File: config.mk
export PLATFORM = sky130hd
export DESIGN_NAME = pcrm_core
export DESIGN_NICKNAME = d
export VERILOG_FILES = /design/src/core/pcrm_pkg.sv /design/src/core/pcrm_core.sv
export SDC_FILE = /design/constraint.sdc
export NUM_CORES = 2
export LEC_CHECK = 0
export ABC_AREA = 1
export BUFFER_PORTS_ARGS = -buffer_cell sky130_fd_sc_hd__buf_2
export CORE_MARGIN = 1
export CORE_UTILIZATION = 57
export CTS_CLUSTER_SIZE = 12
export DETAILED_ROUTE_END_ITERATION = 10
export PLACE_DENSITY = 0.8
export SYNTH_ARGS = -nofsm -noshare
export SYNTH_HDL_FRONTEND = slang
export SYNTH_SLANG_ARGS = --single-unit
File: constraint.sdc
create_clock -name core_clk_i -period 36.3 [get_ports core_clk_i]
set_input_delay 9.075 -clock core_clk_i [delete_from_list [all_inputs] [get_ports core_clk_i]]
set_output_delay 9.075 -clock core_clk_i [all_outputs]
set_load 0.02 [all_outputs]
File: src/core/pcrm_pkg.sv
// Shared constants, command codes, reset images and helpers of the command register map.
package pcrm_pkg;

  // ----------------------------------------------------------------
  // Command kinds
  // ----------------------------------------------------------------
  typedef enum logic [1:0] {
    PCRM_OP_SEND,
    PCRM_OP_WRITE,
    PCRM_OP_READ
  } pcrm_op_t;

  // ----------------------------------------------------------------
  // Command codes
  // ----------------------------------------------------------------
  localparam logic [7:0] CMD_PAGE = 8'h00;
  localparam logic [7:0] CMD_RUN = 8'h01;
  localparam logic [7:0] CMD_ENCFG = 8'h02;
  localparam logic [7:0] CMD_CLEAR = 8'h03;
  localparam logic [7:0] CMD_GUARD = 8'h10;
  localparam logic [7:0] CMD_STORE = 8'h15;
  localparam logic [7:0] CMD_RESTORE = 8'h16;
  localparam logic [7:0] CMD_FEATURE = 8'h19;
  localparam logic [7:0] CMD_VFORMAT = 8'h20;
  localparam logic [7:0] CMD_VSET = 8'h21;
  localparam logic [7:0] PAGE_ALL = 8'hff;

  // ----------------------------------------------------------------
  // Fixed values and reset values
  // ----------------------------------------------------------------
  localparam logic [7:0] PAGE_RST = 8'h00;
  localparam logic [7:0] FEATURE_VAL = 8'hb0;
  localparam logic [7:0] VFORMAT_VAL = 8'h16;
  localparam int NVM_CYCLES_DEF = 16;
  localparam int FLT_CML = 0;
  localparam int FLT_BUSY = 1;
  localparam int GUARD_ALL = 7;
  localparam int GUARD_RUN = 6;
  localparam int GUARD_SET = 5;

  // ----------------------------------------------------------------
  // Paged storage slots
  // ----------------------------------------------------------------
  localparam int NPG = 13;
  localparam int SL_RUN = 0;
  localparam int SL_VSET = 3;
  localparam int SL_VMAX = 4;
  localparam int SL_MHI = 5;
  localparam int SL_MLO = 6;
  localparam logic [7:0] PG_CODE [NPG] = '{8'h01, 8'h02, 8'h1b, 8'h21, 8'h24, 8'h25, 8'h26,
                                          8'h27, 8'h38, 8'h40, 8'h41, 8'h42, 8'h43};
  localparam logic [15:0] PG_RST [NPG] = '{16'h0040, 16'h001e, 16'h0000, 16'h1400, 16'ha000,
                                          16'h1500, 16'h1300, 16'haa00, 16'hbb9a, 16'h1600,
                                          16'h00b8, 16'h1580, 16'h1280};
  localparam logic [NPG-1:0] PG_BYTE = 13'h0407;

  // ----------------------------------------------------------------
  // Non-paged storage slots
  // ----------------------------------------------------------------
  localparam int NGL = 4;
  localparam int GL_GUARD = 0;
  localparam int GL_FREQ = 1;
  localparam logic [7:0] GL_CODE [NGL] = '{8'h10, 8'h33, 8'h35, 8'h36};
  localparam logic [15:0] GL_RST [NGL] = '{16'h0000, 16'hf3e8, 16'hcb40, 16'hcb00};
  localparam logic [NGL-1:0] GL_BYTE = 4'h1;

  // ----------------------------------------------------------------
  // Helpers
  // ----------------------------------------------------------------
  // Exponent in bits 15:11, mantissa in bits 10:0, both signed.
  function automatic logic signed [31:0] l11_value(input logic [15:0] v);
    logic signed [4:0] e;
    logic signed [31:0] m;
    logic [4:0] sh;
    e = v[15:11];
    m = 32'(signed'(v[10:0]));
    sh = (e < 0) ? 5'(-e) : 5'(e);
    if (e < 0) begin
      l11_value = m >>> sh;
    end else begin
      l11_value = m <<< sh;
    end
  endfunction

endpackage

File: src/core/pcrm_core.sv
// Command-code register map behind the serial power-management slave.
`timescale 1ns/100ps
module pcrm_core
  import pcrm_pkg::*;
#(
  parameter int PAGES = 2,
  parameter int NVM_CYCLES = NVM_CYCLES_DEF,
  parameter int FLT = 8
) (
  input wire logic core_clk_i,
  input wire logic rst_i,
  input wire logic cmd_valid_i,
  input wire pcrm_op_t cmd_op_i,
  input wire logic [7:0] cmd_code_i,
  input wire logic cmd_pp_i,
  input wire logic [7:0] cmd_page_i,
  input wire logic [15:0] cmd_wdata_i,
  input wire logic [FLT-1:0] fault_set_i,
  output logic cmd_ack_o,
  output logic cmd_busy_o,
  output logic [15:0] rsp_data_o,
  output logic [FLT-1:0] fault_flags_o,
  output logic nvm_busy_o,
  output logic [PAGES-1:0] output_on_o,
  output logic [PAGES*16-1:0] vout_target_o,
  output logic [15:0] switch_freq_khz_o
);

  // ----------------------------------------------------------------
  // Elaboration checks
  // ----------------------------------------------------------------
  localparam int PW = (PAGES > 1) ? $clog2(PAGES) : 1;
  localparam int CW = $clog2(NVM_CYCLES + 1);
  localparam int NVM_BOUND = NVM_CYCLES + 2;

  if (PAGES < 1 || PAGES > 16) begin : g_bad_pages
    $error("PAGES must lie between 1 and 16.");
  end
  if (NVM_CYCLES < 1 || FLT < 2) begin : g_bad_nvm
    $error("NVM_CYCLES must be at least 1 and FLT at least 2.");
  end

  // ----------------------------------------------------------------
  // Local functions
  // ----------------------------------------------------------------
  function automatic logic [4:0] pg_find(input logic [7:0] c);
    pg_find = 5'h00;
    for (int i = 0; i < NPG; i++) begin
      if (PG_CODE[i] == c) begin
        pg_find = {1'b1, 4'(i)};
      end
    end
  endfunction

  function automatic logic [2:0] gl_find(input logic [7:0] c);
    gl_find = 3'h0;
    for (int i = 0; i < NGL; i++) begin
      if (GL_CODE[i] == c) begin
        gl_find = {1'b1, 2'(i)};
      end
    end
  endfunction

  // Higher guard levels leave fewer codes writable.
  function automatic logic guard_allows(input logic [7:0] wp, input logic [7:0] c);
    logic base;
    logic run;
    base = (c == CMD_GUARD);
    run = base || c == CMD_PAGE || c == CMD_RUN;
    if (wp[GUARD_ALL]) begin
      guard_allows = base;
    end else if (wp[GUARD_RUN]) begin
      guard_allows = run;
    end else if (wp[GUARD_SET]) begin
      guard_allows = run || c == CMD_ENCFG || c == CMD_VSET;
    end else begin
      guard_allows = 1'b1;
    end
  endfunction

  // Margin selection in bits 5:4, then the ceiling clamp.
  function automatic logic [15:0] vout_pick(input logic [15:0] run, input logic [15:0] nom,
                                            input logic [15:0] hi, input logic [15:0] lo,
                                            input logic [15:0] cap);
    logic [15:0] sel;
    sel = (run[5:4] == 2'b10) ? hi : (run[5:4] == 2'b01) ? lo : nom;
    vout_pick = (sel > cap) ? cap : sel;
  endfunction

  // ----------------------------------------------------------------
  // State
  // ----------------------------------------------------------------
  typedef enum logic [1:0] {PCRM_IDLE, PCRM_STORE, PCRM_RESTORE} pcrm_state_t;

  pcrm_state_t state_ff;
  logic [CW-1:0] nvm_cnt_ff;
  logic [7:0] page_ff;
  logic [15:0] pg_ff [PAGES][NPG];
  logic [15:0] gl_ff [NGL];
  logic [15:0] nv_pg_ff [PAGES][NPG];
  logic [15:0] nv_gl_ff [NGL];

  // ----------------------------------------------------------------
  // Command decode
  // ----------------------------------------------------------------
  logic [4:0] pg_hit;
  logic [2:0] gl_hit;
  logic [7:0] eff_page;
  logic all_pages;
  logic page_ok;
  logic [PW-1:0] rd_page;
  logic accept;
  logic legal;
  logic nvm_done;
  logic [15:0] rdata;

  always_comb begin
    pg_hit = pg_find(cmd_code_i);
    gl_hit = gl_find(cmd_code_i);
    eff_page = cmd_pp_i ? cmd_page_i : page_ff;
    all_pages = (eff_page == PAGE_ALL);
    page_ok = all_pages || (eff_page < 8'(PAGES));
    rd_page = all_pages ? '0 : eff_page[PW-1:0];
    accept = cmd_valid_i && (state_ff == PCRM_IDLE);
    nvm_done = (state_ff != PCRM_IDLE) && (nvm_cnt_ff == CW'(NVM_CYCLES - 1));
  end

  always_comb begin
    legal = 1'b0;
    rdata = 16'h0000;
    unique case (cmd_op_i)
      PCRM_OP_SEND: begin
        legal = !cmd_pp_i && (cmd_code_i == CMD_CLEAR || cmd_code_i == CMD_STORE ||
                              cmd_code_i == CMD_RESTORE);
      end
      PCRM_OP_WRITE: begin
        legal = ((pg_hit[4] && page_ok) || gl_hit[2] || cmd_code_i == CMD_PAGE) &&
                guard_allows(gl_ff[GL_GUARD][7:0], cmd_code_i);
      end
      PCRM_OP_READ: begin
        if (pg_hit[4] && page_ok) begin
          legal = 1'b1;
          rdata = pg_ff[rd_page][pg_hit[3:0]];
        end else if (gl_hit[2]) begin
          legal = 1'b1;
          rdata = gl_ff[gl_hit[1:0]];
        end else if (cmd_code_i == CMD_PAGE) begin
          legal = 1'b1;
          rdata = {8'h00, page_ff};
        end else if (cmd_code_i == CMD_FEATURE) begin
          legal = 1'b1;
          rdata = {8'h00, FEATURE_VAL};
        end else if (cmd_code_i == CMD_VFORMAT && page_ok) begin
          legal = 1'b1;
          rdata = {8'h00, VFORMAT_VAL};
        end
      end
      default: begin
        legal = 1'b0;
      end
    endcase
  end

  // ----------------------------------------------------------------
  // Answer to the command port
  // ----------------------------------------------------------------
  always_ff @(posedge core_clk_i or posedge rst_i) begin
    if (rst_i) begin
      cmd_ack_o <= 1'b0;
      cmd_busy_o <= 1'b0;
      rsp_data_o <= 16'h0000;
    end else begin
      cmd_ack_o <= accept;
      cmd_busy_o <= cmd_valid_i && !accept;
      if (accept && cmd_op_i == PCRM_OP_READ && legal) begin
        rsp_data_o <= rdata;
      end
    end
  end

  // ----------------------------------------------------------------
  // Fault flags
  // ----------------------------------------------------------------
  // A new event in the clearing cycle survives, so no fault is lost.
  logic [FLT-1:0] nxt_events;
  always_comb begin
    nxt_events = fault_set_i;
    nxt_events[FLT_CML] = fault_set_i[FLT_CML] || (accept && !legal);
    nxt_events[FLT_BUSY] = fault_set_i[FLT_BUSY] || (cmd_valid_i && !accept);
  end

  always_ff @(posedge core_clk_i or posedge rst_i) begin
    if (rst_i) begin
      fault_flags_o <= '0;
    end else if (accept && legal && cmd_op_i == PCRM_OP_SEND && cmd_code_i == CMD_CLEAR) begin
      fault_flags_o <= nxt_events;
    end else begin
      fault_flags_o <= fault_flags_o | nxt_events;
    end
  end

  // ----------------------------------------------------------------
  // Nonvolatile store and restore sequencer
  // ----------------------------------------------------------------
  // The copy takes NVM_CYCLES; commands in that window are turned away busy.
  always_ff @(posedge core_clk_i or posedge rst_i) begin
    if (rst_i) begin
      state_ff <= PCRM_IDLE;
      nvm_cnt_ff <= '0;
      nvm_busy_o <= 1'b0;
    end else begin
      unique case (state_ff)
        PCRM_IDLE: begin
          nvm_cnt_ff <= '0;
          if (accept && legal && cmd_op_i == PCRM_OP_SEND && cmd_code_i != CMD_CLEAR) begin
            state_ff <= (cmd_code_i == CMD_STORE) ? PCRM_STORE : PCRM_RESTORE;
            nvm_busy_o <= 1'b1;
          end
        end
        PCRM_STORE, PCRM_RESTORE: begin
          nvm_cnt_ff <= nvm_cnt_ff + CW'(1);
          if (nvm_done) begin
            state_ff <= PCRM_IDLE;
            nvm_busy_o <= 1'b0;
          end
        end
      endcase
    end
  end

  always_ff @(posedge core_clk_i or posedge rst_i) begin
    if (rst_i) begin
      for (int p = 0; p < PAGES; p++) begin
        for (int s = 0; s < NPG; s++) begin
          nv_pg_ff[p][s] <= PG_RST[s];
        end
      end
      for (int g = 0; g < NGL; g++) begin
        nv_gl_ff[g] <= GL_RST[g];
      end
    end else if (nvm_done && state_ff == PCRM_STORE) begin
      nv_pg_ff <= pg_ff;
      nv_gl_ff <= gl_ff;
    end
  end

  // ----------------------------------------------------------------
  // Live register file
  // ----------------------------------------------------------------
  logic wr_go;
  logic [15:0] wr_val;
  always_comb begin
    wr_go = accept && legal && cmd_op_i == PCRM_OP_WRITE;
    wr_val = cmd_wdata_i;
    if ((pg_hit[4] && PG_BYTE[pg_hit[3:0]]) || (gl_hit[2] && GL_BYTE[gl_hit[1:0]])) begin
      wr_val = {8'h00, cmd_wdata_i[7:0]};
    end
  end

  always_ff @(posedge core_clk_i or posedge rst_i) begin
    if (rst_i) begin
      page_ff <= PAGE_RST;
    end else if (wr_go && cmd_code_i == CMD_PAGE && !cmd_pp_i) begin
      page_ff <= cmd_wdata_i[7:0];
    end
  end

  // Paged settings: run control, enable source, set points, margins, slew rate,
  // sense gain and overvoltage level and action live here.
  always_ff @(posedge core_clk_i or posedge rst_i) begin
    if (rst_i) begin
      for (int p = 0; p < PAGES; p++) begin
        for (int s = 0; s < NPG; s++) begin
          pg_ff[p][s] <= PG_RST[s];
        end
      end
    end else if (nvm_done && state_ff == PCRM_RESTORE) begin
      pg_ff <= nv_pg_ff;
    end else if (wr_go && pg_hit[4]) begin
      for (int p = 0; p < PAGES; p++) begin
        if (all_pages || eff_page == 8'(p)) begin
          pg_ff[p][pg_hit[3:0]] <= wr_val;
        end
      end
    end
  end

  always_ff @(posedge core_clk_i or posedge rst_i) begin
    if (rst_i) begin
      for (int g = 0; g < NGL; g++) begin
        gl_ff[g] <= GL_RST[g];
      end
    end else if (nvm_done && state_ff == PCRM_RESTORE) begin
      gl_ff <= nv_gl_ff;
    end else if (wr_go && gl_hit[2]) begin
      gl_ff[gl_hit[1:0]] <= wr_val;
    end
  end

  // ----------------------------------------------------------------
  // Control outputs
  // ----------------------------------------------------------------
  // Margins outside the nominal bracket are the host's problem; only the
  // ceiling is enforced here, since it protects the load.
  always_ff @(posedge core_clk_i or posedge rst_i) begin
    if (rst_i) begin
      output_on_o <= '0;
      vout_target_o <= '0;
      switch_freq_khz_o <= 16'h0000;
    end else begin
      for (int p = 0; p < PAGES; p++) begin
        output_on_o[p] <= pg_ff[p][SL_RUN][7];
        vout_target_o[p*16 +: 16] <= vout_pick(pg_ff[p][SL_RUN], pg_ff[p][SL_VSET],
                                               pg_ff[p][SL_MHI], pg_ff[p][SL_MLO],
                                               pg_ff[p][SL_VMAX]);
      end
      switch_freq_khz_o <= 16'(l11_value(gl_ff[GL_FREQ]));
    end
  end
endmodule

==> impl_metrics.toml <==
[run_status]
outcome = "finished, final reports clean"

[layout]
drive_gt1_share_pct = 12.0
fillCellCount = 7637
area_growth_pct = 8.60
final_nets = 6627
final_area_mm2 = 0.0570

[route]
drt-initial-drc-count = 7127
antenna_left = 0
drt_first_pass_iters = 6
drc = 0
wl_per_cell_um = 21.4
vias_per_cell = 6.06
routed_wl_mm = 167
vias = 47400

[synthesis]
yosysSeqAreaShare_pct = 50.7
syn_nets = 6742
yosys_warnings = 0
synth_area_mm2 = 0.0525
yosysTopAreaCell = "dfrtp_1"
yosysUniqueCellTypes = 50
syn_inst = 6658
synth-edff-count = 0
synthArstFlopShare_pct = 100
synth.area.top_cells = "dfrtp_1 40%, nand2_1 18%, dfstp_2 11%, o21ai_0 5.3%, nand3_1 4.8%"
synth_top_area_share_pct = 39.9
synth_ff_type = "dfrtp_1"
synth_area_per_cell_um2 = 7.89
yosys_register_bits = 1052

[clock_network]
clk_latency_ps = 740
cts_made_buffers = 110
cts_buffer_depth = 3
cts_tree = "done"
cts_resized = 0
root_buffer = "clkbuf_16"
cts_hold_buffers = 0
h-tree-depth = 3
post_cts_buffers = 0
cts.sinks = 1052
path_clk_slew_ps = 60

[placement]
dp_hpwl_mm = 106
gp_congestion = 0.968
io_buffers = 122
dpl_cell_area_mm2 = 0.0534

[sta]
finalHoldViolCount = 0
skew_ps = 44.7
setup_viol = 0
rsz0062_at_grt = "no"
relSlewSlack_pct = 5.75
fin_setup_tns_ps = 0
hold_ws_ps = 463
slew_viol_final = 0
tightest_slew_ps = 1410
fin_crit_sh_pct = 36.4
min_period_ps = 13210
timing.fmax_mhz = 75.7

[setup_path]
r2r_slack_ps = 30500
end_kind = "register"
start_kind = "primary input"
worstPathArrival_ps = 13810
critPathKind = "primary input to register"
crit_fanout = 91
cp_data_required_time_ps = 36900

[die]
core-area_mm2 = 0.0906
dieHeight_um = 305
row_count = 110
die_w_um = 305
die-area_mm2 = 0.0933
start_util_pct = 58.0
ios = 123

[worst_hold_path]
hold_path.class = "register to register"

[power]
p_switching_w = 0.000566
ir_worst_vdd_uv = 37.9
switching_share_pct = 23.6
p_leak_nw = 28.0
seq_power_share_pct = 49.1
power_density_mw_per_mm2 = 42.1
combPwrFrac_pct = 3.8
p_int_w = 0.00183
pwr-share-clk_pct = 47.1

[global_route]
grt_max_degree = 179
antenna_found_initial = 5
grt_pass1_vias = 44600
grt_pass1_wl_mm = 260
grt_overflow_total = 0
grt_util_all_layers_pct = 35.7

[flow_run]
drv_cap = 0
state kept, by name (all words and copies together), names as in the netlist, 8 cells and up:
signal             flops
nv_pg_ff             416
fault_flags_o          8
nv_gl_ff              64
switch_freq_khz_o     16
page_ff                8
rsp_data_o            16
pg_ff                416
vout_target_o         32
gl_ff                 64
cell families after synthesis:
| kind of cell | share of synthesized area, % |
|---|---|
| DFF | 50.7 |
| adders and majority gates | 0.906 |
| xor gates and xnor gates | 0.0167 |
| and+or+nand+nor | 25.7 |
| muxes | 3.08 |
| AOI/OAI and AO/OA | 12.1 |
| buffers and inverters | 7.52 |
cells in the mapped netlist, types with 4 or more instances:
library cell,count
nor3_1,16
o221ai_1,4
inv_2,22
o31ai_1,14
a21o_1,7
o22ai_1,246
dfstp_2,214
nand2_2,17
a31oi_1,18
nand3_1,499
mux2i_1,5
a2111oi_0,6
clkbuf_1,278
buf_2,86
a21oi_1,113
mux2_2,139
clkinv_1,4
a211oi_1,7
nor2_1,179
inv_1,517
o21a_1,110
o21bai_1,8
nor2_2,11
o21ai_1,11
buf_6,16
ha_1,38
o21ai_0,551
nand2_1,2552
dfrtp_1,838
nand2_4,9
buf_1,27
buf_4,17
nand4_1,51
worst max-delay path: stages:
cell and delay (ps):
buf_2 120, nor2_2 190, inv_2 40, nor2_1 150
nand2_1 450, nand2_1 580, nor2_4 150, inv_4 190
nor2_4 80, nand3_1 90, nand2_1 60, nand3_2 140
nand4_1 250, nand2_8 610, buf_4 650, nand2_1 630
nand2_1 210, nand2_1 60
per-layer routing:
| layer | vias to the layer above | global-route usage [%] | wire length [µm] | share of wire (%) |
|---|---|---|---|---|
| met3 | 550 | 8.10 | 18700 | 11 |
| met4 | 8 | 21.5 | 10800 | 6.5 |
| met5 | - | 0 | 77 | 0.046 |
| li1 | 21300 | - | - | - |
| met1 | 22700 | 48.4 | 65000 | 39 |
| met2 | 2841 | 52.3 | 72300 | 43 |
metrics by stage:
stage | worst slack, ps | total power, W | std cells | util (%)
final | 23090 | 0.00240 | 7820 | 63.0
after global placement | 22610 | 0.00129 | 7607 | 59.0
after global routing | 22830 | 0.00246 | 7816 | 62.9
after detailed placement | 22560 | 0.00129 | 7607 | 59.0
after floorplan | 12890 | 0.00125 | 6658 | -
after CTS | 23230 | 0.00240 | 7816 | 62.9
layout make-up:
cell class | instances | area [µm²] | area share [%]
Antenna cell | 4 | 10.0 | 0.0176
Timing Repair Buffer | 198 | 1230 | 2.16
Sequential cell | 1052 | 26600 | 46.6
Tap cell | 1176 | 1470 | 2.58
Clock buffer | 181 | 3280 | 5.75
Inverter | 545 | 2060 | 3.62
Clock inverter | 28 | 332 | 0.582
Multi-Input combinational cell | 4636 | 22000 | 38.7
power by group through the flow:
| stage | sequential (W) | combinational (W) | clock (W) |
|---|---|---|---|
| after floorplan | 0.00120 | 0.0000525 | 0 |
| after global placement | 0.00120 | 0.0000883 | 0 |
| after detailed placement | 0.00120 | 0.0000889 | 0 |
| after CTS | 0.00118 | 0.0000893 | 0.00113 |
| after global routing | 0.00118 | 0.0000977 | 0.00118 |
| final | 0.00118 | 0.0000902 | 0.00113 |
layout by cell type (no fill, tap or decap), types with 110 or more instances in the layout:
cell | netlist | routed
inv_1 | 517 | 515
o21a_1 | 110 | 110
nor2_1 | 179 | 172
nand3_1 | 499 | 499
o21ai_0 | 551 | 550
nand2_1 | 2552 | 2548
dfrtp_1 | 838 | 838
mux2_2 | 139 | 139
clkbuf_16 | 0 | 110
buf_2 | 86 | 122
o22ai_1 | 246 | 246
dfstp_2 | 214 | 214
a21oi_1 | 113 | 113
worst paths after layout:
path,from,to,cells after the start
min reg2reg,fault_flags_o[0],fault_flags_o[0],2
max,cmd_code_i[3],pg_ff[325],18
max in group asynchronous,rst_i,nv_pg_ff[248],6
min in group asynchronous,rst_i,vout_target_o[12],2
max reg2reg,nvm_cnt_ff[0],nv_pg_ff[202],11
min,fault_flags_o[0],fault_flags_o[0],2
Note: power is estimated with default switching activity, not from simulation.
